===== config.mk =====
export PLATFORM = sky130hd
export DESIGN_NAME = pll_fraction_phase_regs
export DESIGN_NICKNAME = d
export VERILOG_FILES = /design/src/core/pll_fraction_phase_pkg.sv /design/src/core/byte_bank.sv /design/src/core/pll_fraction_phase_regs.sv
export VERILOG_INCLUDE_DIRS = /design/src /design/src/core
export SDC_FILE = /design/constraint.sdc
export NUM_CORES = 1
export LEC_CHECK = 0
export ABC_CLOCK_PERIOD_IN_PS = 1650
export BUFFER_PORTS_ARGS = -buffer_cell sky130_fd_sc_hd__buf_2
export CORE_MARGIN = 4
export CORE_UTILIZATION = 57
export DETAILED_ROUTE_END_ITERATION = 16
export PLACE_DENSITY_LB_ADDON = 0.05
export SKIP_LAST_GASP = 1
export SLEW_MARGIN = 20
export SYNTH_ARGS = -nofsm -noshare
export SYNTH_HDL_FRONTEND = slang
export SYNTH_HIERARCHICAL = 1
export SYNTH_SLANG_ARGS = --single-unit
export TNS_END_PERCENT = 30

===== constraint.sdc =====
create_clock -name ref_clk -period 1.65 [get_ports ref_clk]
set_input_delay 0.33 -clock ref_clk [delete_from_list [all_inputs] [get_ports ref_clk]]
set_output_delay 0.33 -clock ref_clk [all_outputs]
set_load 0.05 [all_outputs]

===== src/core/pll_fraction_phase_map.svh =====
`ifndef PLL_FRACTION_PHASE_MAP_SVH
`define PLL_FRACTION_PHASE_MAP_SVH
`define ADDR_INT_LOW     8'h10
`define ADDR_FRAC_LOW    8'h14
`define ADDR_FRAC_MID    8'h15
`define ADDR_FRAC_HIGH   8'h16
`define ADDR_FRAC_MSB    8'h17
`define ADDR_AUX_HIGH    8'h18
`define ADDR_MOD_LOW     8'h19
`define ADDR_MOD_HIGH    8'h1a
`define ADDR_PH_LOW      8'h1b
`define ADDR_PH_MID      8'h1c
`define ADDR_PH_HIGH     8'h1d
`define RST_ZERO         8'h00
`define RST_MOD_LOW      8'he8
`define RST_MOD_HIGH     8'h03
`define MASK_LOW7        8'h7f
`define BIT_PHASE_EN     6
`define FRAC_BANK_FIRST  3'h0
`define FRAC_BANK_COUNT  7
`define PH_BANK_COUNT    3
`define MASK_ALL         8'hff
`define BYTE_W           8
`define IDX_FRAC_LOW     0
`define IDX_FRAC_MID     1
`define IDX_FRAC_HIGH    2
`define IDX_FRAC_MSB     3
`define IDX_AUX_HIGH     4
`define IDX_MOD_LOW      5
`define IDX_MOD_HIGH     6
`define IDX_PH_LOW       0
`define IDX_PH_MID       1
`define IDX_PH_HIGH      2
`define FRAC_TOP_BIT     0
`define AUX_LOW_LSB      1
`define AUX_HIGH_MSB     6
`define MOD_HIGH_MSB     5
`endif


===== src/core/pll_fraction_phase_pkg.sv =====
package pll_fraction_phase_pkg;
  // words the divider and phase logic consume
  typedef struct packed {
    logic [24:0] primaryFraction;
    logic [13:0] auxiliaryFraction;
    logic [13:0] auxiliaryModulus;
  } divider_words_t;
  typedef struct packed {
    logic        phaseShiftEnable;
    logic [23:0] phaseOffset;
  } phase_ctrl_t;
  // one register bus access
  typedef struct packed {
    logic       wrEn;
    logic       rdEn;
    logic [7:0] addr;
    logic [7:0] data;
  } reg_req_t;
endpackage


===== src/core/byte_bank.sv =====
`include "pll_fraction_phase_map.svh"
module byte_bank
  import pll_fraction_phase_pkg::*;
#(
  parameter int                  DEPTH    = 3,
  parameter logic [DEPTH*8-1:0]  RST_VALS = '0,
  parameter logic [DEPTH*8-1:0]  KEEP     = '1
) (
  // clock and reset
  input  wire logic               ref_clk,
  input  wire logic               nrst,
  // write side
  input  wire logic               wrEn,
  input  wire logic [2:0]         wrIdx,
  input  wire logic [7:0]         wrData,
  // read side, registered
  input  wire logic [2:0]         rdIdx,
  output logic      [7:0]         rdData,
  output logic      [DEPTH*8-1:0] bytes
);
  logic [DEPTH*8-1:0] next_bytes;
  logic [7:0]         next_rdData;

  // masked byte update; masked bits stay at zero
  always_comb begin
    next_bytes = bytes;
    next_rdData = '0;
    for (int i = 0; i < DEPTH; i++) begin
      if (wrEn && wrIdx == 3'(i)) begin
        next_bytes[i*8 +: 8] = wrData & KEEP[i*8 +: 8];
      end
      if (rdIdx == 3'(i)) begin
        next_rdData = bytes[i*8 +: 8];
      end
    end
  end

  always_ff @(posedge ref_clk or negedge nrst) begin
    if (!nrst) begin
      bytes  <= RST_VALS;
      rdData <= `RST_ZERO;
    end else begin
      bytes  <= next_bytes;
      rdData <= next_rdData;
    end
  end
endmodule // byte_bank


===== src/core/pll_fraction_phase_regs.sv =====
`include "pll_fraction_phase_map.svh"
module pll_fraction_phase_regs
  import pll_fraction_phase_pkg::*;
(
  // clock and reset
  input  wire logic           ref_clk,
  input  wire logic           nrst,
  // register access from the serial interface
  input  wire reg_req_t       req,
  output logic      [7:0]     rdData,
  output logic                rdValid,
  output logic                rdHit,
  // consumers
  output divider_words_t      dividerWords,
  output phase_ctrl_t         phaseCtrl,
  output logic                phaseStep
);
  ////////////////////////////////////////////////////////////////
  // banks: fraction/modulus bytes 0x14..0x1a, phase bytes 0x1b..0x1d
  // reset image of the fraction bank, highest address first
  localparam logic [55:0] FRAC_RST = {
    `RST_MOD_HIGH, // modulus high and phase enable
    `RST_MOD_LOW,  // modulus low
    `RST_ZERO,     // auxiliary fraction high
    `RST_ZERO,     // fraction top bit and auxiliary fraction low
    `RST_ZERO,     // primary fraction high
    `RST_ZERO,     // primary fraction mid
    `RST_ZERO      // primary fraction low
  };
  // bit 7 of 0x18 and 0x1a never stores a one, so it reads zero too
  localparam logic [55:0] FRAC_KEEP = {
    `MASK_LOW7,    // reserved top bit
    `MASK_ALL,
    `MASK_LOW7,    // reserved top bit
    `MASK_ALL,
    `MASK_ALL,
    `MASK_ALL,
    `MASK_ALL
  };

  logic        inFrac;
  logic        inPh;
  logic [2:0]  fracIdx;
  logic [2:0]  phIdx;
  logic [55:0] fracBytes;
  logic [23:0] phBytes;
  logic [7:0]  fracRd;
  logic [7:0]  phRd;
  logic        wrFrac;
  logic        wrPh;
  logic        wrIntLow;

  // address decode shared by both banks
  always_comb begin
    inFrac  = req.addr >= `ADDR_FRAC_LOW && req.addr <= `ADDR_MOD_HIGH;
    inPh    = req.addr >= `ADDR_PH_LOW && req.addr <= `ADDR_PH_HIGH;
    fracIdx = 3'(req.addr - `ADDR_FRAC_LOW);
    phIdx   = 3'(req.addr - `ADDR_PH_LOW);
    // write strobes per target; unmapped writes go nowhere
    wrFrac   = req.wrEn && inFrac;
    wrPh     = req.wrEn && inPh;
    wrIntLow = req.wrEn && req.addr == `ADDR_INT_LOW;
  end

  byte_bank #(
    .DEPTH    (`FRAC_BANK_COUNT),
    .RST_VALS (FRAC_RST),
    .KEEP     (FRAC_KEEP)
  ) fracBank (
    .ref_clk (ref_clk),
    .nrst    (nrst),
    .wrEn    (wrFrac),
    .wrIdx   (fracIdx),
    .wrData  (req.data),
    .rdIdx   (fracIdx),
    .rdData  (fracRd),
    .bytes   (fracBytes)
  );

  byte_bank #(
    .DEPTH    (`PH_BANK_COUNT),
    .RST_VALS (24'h000000),
    .KEEP     (24'hffffff)
  ) phBank (
    .ref_clk (ref_clk),
    .nrst    (nrst),
    .wrEn    (wrPh),
    .wrIdx   (phIdx),
    .wrData  (req.data),
    .rdIdx   (phIdx),
    .rdData  (phRd),
    .bytes   (phBytes)
  );

  ////////////////////////////////////////////////////////////////
  // byte views of the banks, named after the registers they mirror
  logic [7:0] fracLowByte;
  logic [7:0] fracMidByte;
  logic [7:0] fracHighByte;
  logic [7:0] fracTopAuxByte;
  logic [7:0] auxHighByte;
  logic [7:0] modLowByte;
  logic [7:0] modHighByte;
  logic [7:0] phLowByte;
  logic [7:0] phMidByte;
  logic [7:0] phHighByte;

  // fixed slices only; no logic, just names for the assembly below
  always_comb begin
    fracLowByte    = fracBytes[`IDX_FRAC_LOW*`BYTE_W +: `BYTE_W];
    fracMidByte    = fracBytes[`IDX_FRAC_MID*`BYTE_W +: `BYTE_W];
    fracHighByte   = fracBytes[`IDX_FRAC_HIGH*`BYTE_W +: `BYTE_W];
    fracTopAuxByte = fracBytes[`IDX_FRAC_MSB*`BYTE_W +: `BYTE_W];
    auxHighByte    = fracBytes[`IDX_AUX_HIGH*`BYTE_W +: `BYTE_W];
    modLowByte     = fracBytes[`IDX_MOD_LOW*`BYTE_W +: `BYTE_W];
    modHighByte    = fracBytes[`IDX_MOD_HIGH*`BYTE_W +: `BYTE_W];
    phLowByte      = phBytes[`IDX_PH_LOW*`BYTE_W +: `BYTE_W];
    phMidByte      = phBytes[`IDX_PH_MID*`BYTE_W +: `BYTE_W];
    phHighByte     = phBytes[`IDX_PH_HIGH*`BYTE_W +: `BYTE_W];
  end

  ////////////////////////////////////////////////////////////////
  // readback timing: bank read data lands one cycle after the request
  logic       rdPend;
  logic       rdSelPh;
  logic       rdSelHit;
  logic       next_rdPend;
  logic       next_rdSelPh;
  logic       next_rdSelHit;
  logic [7:0] next_rdData;
  logic       next_rdValid;
  logic       next_rdHit;

  always_comb begin
    next_rdPend   = req.rdEn;
    next_rdSelPh  = inPh;
    next_rdSelHit = inFrac || inPh;
    next_rdValid  = rdPend;
    next_rdHit    = rdPend && rdSelHit;
    next_rdData   = rdData;
    // data only moves on an answer, so it stands until the next one
    if (rdPend) begin
      if (!rdSelHit) begin
        next_rdData = `RST_ZERO; // unmapped addresses read zero
      end else if (rdSelPh) begin
        next_rdData = phRd;
      end else begin
        next_rdData = fracRd;
      end
    end
  end

  // answer registers; reset leaves a quiet read port
  always_ff @(posedge ref_clk or negedge nrst) begin
    if (!nrst) begin
      rdPend   <= 1'b0;
      rdSelPh  <= 1'b0;
      rdSelHit <= 1'b0;
      rdData   <= `RST_ZERO;
      rdValid  <= 1'b0;
      rdHit    <= 1'b0;
    end else begin
      rdPend   <= next_rdPend;
      rdSelPh  <= next_rdSelPh;
      rdSelHit <= next_rdSelHit;
      rdData   <= next_rdData;
      rdValid  <= next_rdValid;
      rdHit    <= next_rdHit;
    end
  end

  ////////////////////////////////////////////////////////////////
  // double buffer: shadow bytes reach the divider on integer low write
  divider_words_t staged;
  divider_words_t next_dividerWords;
  logic           loadPend;
  logic           next_loadPend;
  // modulus reset image, the two bytes that feed it
  localparam logic [15:0] MOD_RST = {`RST_MOD_HIGH, `RST_MOD_LOW};

  // bank bytes are stored one cycle after the write, so load one later
  always_comb begin
    staged.primaryFraction   = {fracTopAuxByte[`FRAC_TOP_BIT], fracHighByte, fracMidByte,
                                fracLowByte};
    staged.auxiliaryFraction = {auxHighByte[`AUX_HIGH_MSB:0],
                                fracTopAuxByte[`BYTE_W-1:`AUX_LOW_LSB]};
    staged.auxiliaryModulus  = {modHighByte[`MOD_HIGH_MSB:0], modLowByte};
    next_loadPend     = wrIntLow;
    next_dividerWords = loadPend ? staged : dividerWords;
  end

  // divider words reset to the bank's own reset image
  always_ff @(posedge ref_clk or negedge nrst) begin
    if (!nrst) begin
      loadPend     <= 1'b0;
      dividerWords <= {25'h0, 14'h0, MOD_RST[13:0]};
    end else begin
      loadPend     <= next_loadPend;
      dividerWords <= next_dividerWords;
    end
  end

  ////////////////////////////////////////////////////////////////
  // phase control: offset counts in units of 360 / 2^24 degrees
  phase_ctrl_t next_phaseCtrl;
  logic        next_phaseStep;

  // a one-cycle step pulse when the enable rises asks the loop to advance once
  always_comb begin
    next_phaseCtrl.phaseShiftEnable = modHighByte[`BIT_PHASE_EN];
    // offset passes even while disabled; host keeps it zero then
    next_phaseCtrl.phaseOffset      = {phHighByte, phMidByte, phLowByte};
    next_phaseStep = next_phaseCtrl.phaseShiftEnable && !phaseCtrl.phaseShiftEnable;
  end

  // enable and step registered together so they rise in one cycle
  always_ff @(posedge ref_clk or negedge nrst) begin
    if (!nrst) begin
      phaseCtrl <= '0;
      phaseStep <= 1'b0;
    end else begin
      phaseCtrl <= next_phaseCtrl;
      phaseStep <= next_phaseStep;
    end
  end
endmodule // pll_fraction_phase_regs


* After elaboration in Yosys (flattened, before gate mapping)
Index checks and enable logic that the tools add are counted.
** Operators by class
- Add/subtract/negate cells :: 2
- $mul :: 0
- Div/mod/pow operators :: 0
- Magnitude comparators :: 4
- Eq/ne operators :: 9
- Shift operators :: 0
- Multiplexer cells :: 12
- Bitwise gates (word level) :: 0
- Reduce and logical (&&, ||, !) cells :: 21
** Operator list (number)
- 2-to-1 mux 8 bit :: 12
- logical AND 1 bit :: 17
- greater-or-equal comparator 8 x 5 -> 1 bit (second input constant) :: 2
- less-or-equal comparator 8 x 5 -> 1 bit (second input constant) :: 2
- equality test 3 x 2 -> 1 bit (second input constant) :: 3
- equality test 3 bit (second input constant) :: 3
- equality test 8 x 5 -> 1 bit (second input constant) :: 1
- equality test 3 x 1 -> 1 bit (second input constant) :: 2
- logical NOT 3 bit :: 2
- subtractor 3 x 2 -> 3 bit (second input constant) :: 1
- subtractor 3 bit (second input constant) :: 1
- logical NOT 1 bit :: 1
- logical OR 1 bit :: 1
** Word-level totals
- Bits in registers :: 187
- Latch bits :: 0
- Bits in writable memories :: 0
- ROM bits :: 0
- Input bits :: 20
- Logic and storage cells :: 73
- Memories kept :: 0

* Logic depth before layout (Yosys ltp)
- Word-level depth :: 9
- Depth in mapped cells :: 7

* By module
The synthesis kept the hierarchy.
** Modules (own cells, without submodules)
- pll_fraction_phase_regs :: instances 1, cells each 205, area each 3333.2 sq um, seq. area each 2334.7 sq um
- byte_bank (fracBank) :: instances 1, cells each 209, area each 2859.0 sq um, seq. area each 1559.0 sq um
- byte_bank (phBank) :: instances 1, cells each 91, area each 1336.3 sq um, seq. area each 800.8 sq um

* Worst setup path after synthesis
No wires, ideal clock.
- Path type :: input to register
- Start point :: input port req[15] (netlist name)
- End point :: register fracBank.bytes[16]
- Setup time :: 0.125 ns
- Arrival time :: 2.319 ns
- Required time :: 1.525 ns
- Slack :: -0.794 ns
- Cell stages on the path :: 6
- Cell sequence :: or4b_4 or2_4 a21oi_1 nand2b_4 nor3b_4 mux2_2
** On the way
- Word-level cells in the longest chain between the ends :: 4
** Ends and longest elaborated chain
- from (decl) :: RTL line pll_fraction_phase_regs.sv:9 : input wire reg_req_t req,
- greater-or-equal comparator 8 x 5 -> 1 bit (no source line) / less-or-equal comparator 8 x 5 -> 1 bit (equally long branches)
- logical AND 1 bit (no source line) (*)
- logical AND 1 bit (*) :: RTL line pll_fraction_phase_regs.sv:60 : wrFrac = req.wrEn && inFrac;
- via wrFrac :: RTL line pll_fraction_phase_regs.sv:49 : logic wrFrac;
- logical AND 1 bit (*) :: RTL line byte_bank.sv:29 : if (wrEn && wrIdx == 3'(i)) begin
- to (signal assigned) :: RTL line byte_bank.sv:43 : bytes <= next_bytes;
- to (decl) :: RTL line byte_bank.sv:19 : output logic [DEPTH*8-1:0] bytes
The timed path passes the listed nets; every way through them passes the cells marked *.
A chain may end at the register's enable or synchronous reset.

* Final worst setup path
- Start point :: input port req[13] (netlist name)
- End point :: register fracBank.bytes[8]
The elaborated chain is that of the path after synthesis.

==> impl_metrics.py <==
metrics = {
    "run_status": {
        "outcome": "complete, but fails checks",
        "failed_checks": "setup timing",
    },
    "place": {
        "gp_congestion": 0.8177,
        "buffer_ports.inserted": 108,
        "place_hpwl_um": 11200,
    },
    "logic_synthesis": {
        "postSynthCellCount": 502,
        "synth.net_count": 526,
        "avgSynthCellArea_um2": 14.96,
        "synth_warnings": 6,
        "syn_area_um2": 7510,
    },
    "floorplanning": {
        "boundaryPins": 109,
        "chipHeight_um": 122.8,
        "chipWidth_um": 122.8,
        "start_util": 0.5879,
        "floorplan_die_area_um2": 15070,
        "rows": 41,
        "core_region_area_um2": 12770,
    },
    "detailed_routing": {
        "drt-vias-per-instance": 5.582,
        "detail-route-antenna-nets": 0,
        "drt-initial-drc-count": 383,
        "wl_per_cell_um": 19.81,
        "drt-pass1-iter-count": 4,
        "route.detailed.drc": 0,
        "routed-via-count": 4633,
        "drt_wl_total_um": 16440,
    },
    "final_layout": {
        "final_common_cell": "sky130_fd_sc_hd__dfrtp_1",
        "commonest_cells_after_routing_fill_and_taps_aside": "sky130_fd_sc_hd__dfrtp_1 (174), sky130_fd_sc_hd__buf_2 (105), sky130_fd_sc_hd__mux2_2 (79)",
        "final_net_count": 669,
        "layout-drive-gt1-share": 0.4620,
        "syn_to_final_growth_pct": 22.89,
        "finish.utilization": 0.7225,
        "antenna-diode-count": 0,
    },
    "timing": {
        "worst_setup_skew_after_layout_ps": 4.614,
        "fin_tns_setup_ps": -14520,
        "min_period_over_period": 1.169,
        "achievable-frequency_mhz": 518.7,
        "finalWorstSetupSlack_ps": -278.0,
        "rsz0062_at_grt": "yes",
        "final_report_max_slew_violation_count": 0,
        "hold_viol_final": 0,
        "worst_slew_margin_rel": 0.6194,
        "setup_violations": 78,
        "final_period_minus_worst_setup_slack_ps": 1928,
        "worstMarginPinSlew_ps": 569.7,
    },
    "worst_hold_path": {
        "worstHoldPathType": "primary input to flip-flop",
        "hold_path.startpoint": "req[11]",
    },
    "worst_setup_path": {
        "cp-end-kind": "flip-flop",
        "critPathKind": "primary input to flip-flop",
        "setup.worst_path.start": "req[13]",
        "critical_path_peak_fanout": 8,
        "startpoint_of_the_worst_slack_reg_to_reg_timing_path": "fracBank/bytes[19]$_DFFE_PN0P_",
        "worst-endpoint-arrival_ps": 2240,
        "worst_ep_required_time_ps": 1960,
        "crit_path_start_kind": "primary input",
    },
    "clock_tree": {
        "htreeDepth": 4,
        "cts.path.max_buffers": 2,
        "cts.sink_count": 187,
        "cts_inserted_buffers": 17,
        "clk_transition_reported_paths_ps": 60,
        "clock_tree_from_tritoncts": "built",
        "insertion_delay_ps": 430,
        "clk_root_buffer_cell": "sky130_fd_sc_hd__clkbuf_16",
    },
    "power_and_ir_drop": {
        "internal_power_mw": 7.100,
        "total_switching_power_mw": 2.190,
        "switching_share": 0.2357,
        "power_density_nw_per_um2": 1007,
        "max-vdd-ir-drop_mv": 0.6640,
        "share_comb_of_total_power": 0.072,
        "power.leakage_nw": 4.770,
        "power.sequential.fraction": 0.515,
        "power.share.clock": 0.413,
    },
    "global_routing": {
        "grt_first_pass_wirelength_um": 26070,
        "via_count_of_the_first_global_routing_pass": 4691,
        "antenna_found_initial": 0,
        "grt_max_degree": 69,
        "globalRouteOverflowTotal": 0,
        "track_usage": 0.2324,
    },
    "flow_run": {
        "max-cap-violations": 0,
    },
}
[cell type report]
class / count / area (µm²)
clock buffer: 22 / 464.2
clock inverter: 10 / 92.59
fill: 875 / 3545
inverter: 23 / 86.33
multi-input combinational: 267 / 2720
sequential: 187 / 4696
tap: 172 / 215.2
timing repair buffer: 149 / 954.7
[state kept, by name, indices dropped and copies added (netlist names)]
register,count
fracBank/bytes,54
phBank/rdData,8
phaseStep,1
phBank/bytes,24
phaseCtrl,25
rdData,8
fracBank/rdData,8
dividerWords,53
loadPend,1
next_rdValid,1
rdSelHit,1
rdHit,1
rdValid,1
rdSelPh,1
[what timing repair did]
action	in CTS	in global routing
gates cloned	0	0
hold endpoints to repair	175	1
resized for setup	19	6
hold buffers	1	1
pin swaps	5	2
buffers inserted	2	0
setup endpoints to repair	78	78
[metal layers]
metal | part of all wire | global-route usage
met1 | 0.45 | 0.3315
met2 | 0.47 | 0.3577
met3 | 0.051 | 0.04240
met4 | 0.020 | 0.08887
met5 | 0 | 0
[worst paths after layout]
| check | end | slack (ps) | cells past startpoint |
|---|---|---|---|
| min | loadPend$_DFF_PN0_ | 250 | 3 |
| max in group asynchronous | fracBank/bytes[47]$_DFFE_PN1P_ | 830 | 3 |
| max reg2reg | fracBank/rdData[3]$_DFF_PN0_ | 320 | 4 |
| min reg2reg | phaseCtrl[15]$_DFF_PN0_ | 400 | 0 |
| max | fracBank/bytes[8]$_DFFE_PN0P_ | -280 | 8 |
| min in group asynchronous | next_rdValid$_DFF_PN0_ | 480 | 3 |
[power by group through the flow]
stage	Clock [mW]	Sequential, mW	Combinational [mW]
floorplan	0	4.93	0.254
global placement	0	4.86	0.630
detailed placement	0	4.86	0.643
CTS	3.89	4.78	0.668
global route	4.10	4.79	0.722
finish	3.84	4.78	0.668
[stage by stage]
stage	cells	area (µm²)	setup WS (ps)	hold slack [ps]	power [mW]
3_5_place_dp	794	8537	-763.7	349.8	5.507
3_3_place_gp	794	8537	-722.5	348.3	5.489
5_1_grt	830	9229	-315.6	226.3	9.611
2_1_floorplan	502	7535	-602.6	34.41	5.184
4_1_cts	829	9194	-291.4	4.760	9.335
6_report	830	9229	-278.0	248.3	9.290
[worst max-delay path: stages]
cell and delay [ps]:
sky130_fd_sc_hd__buf_6 90, sky130_fd_sc_hd__or4b_4 530, sky130_fd_sc_hd__or2_4 280, sky130_fd_sc_hd__a21oi_4 200, sky130_fd_sc_hd__nand2b_4 110, sky130_fd_sc_hd__nor3b_4 190
sky130_fd_sc_hd__buf_6 180, sky130_fd_sc_hd__mux2_4 320
No activity file was read; power rests on OpenSTA's default activity.
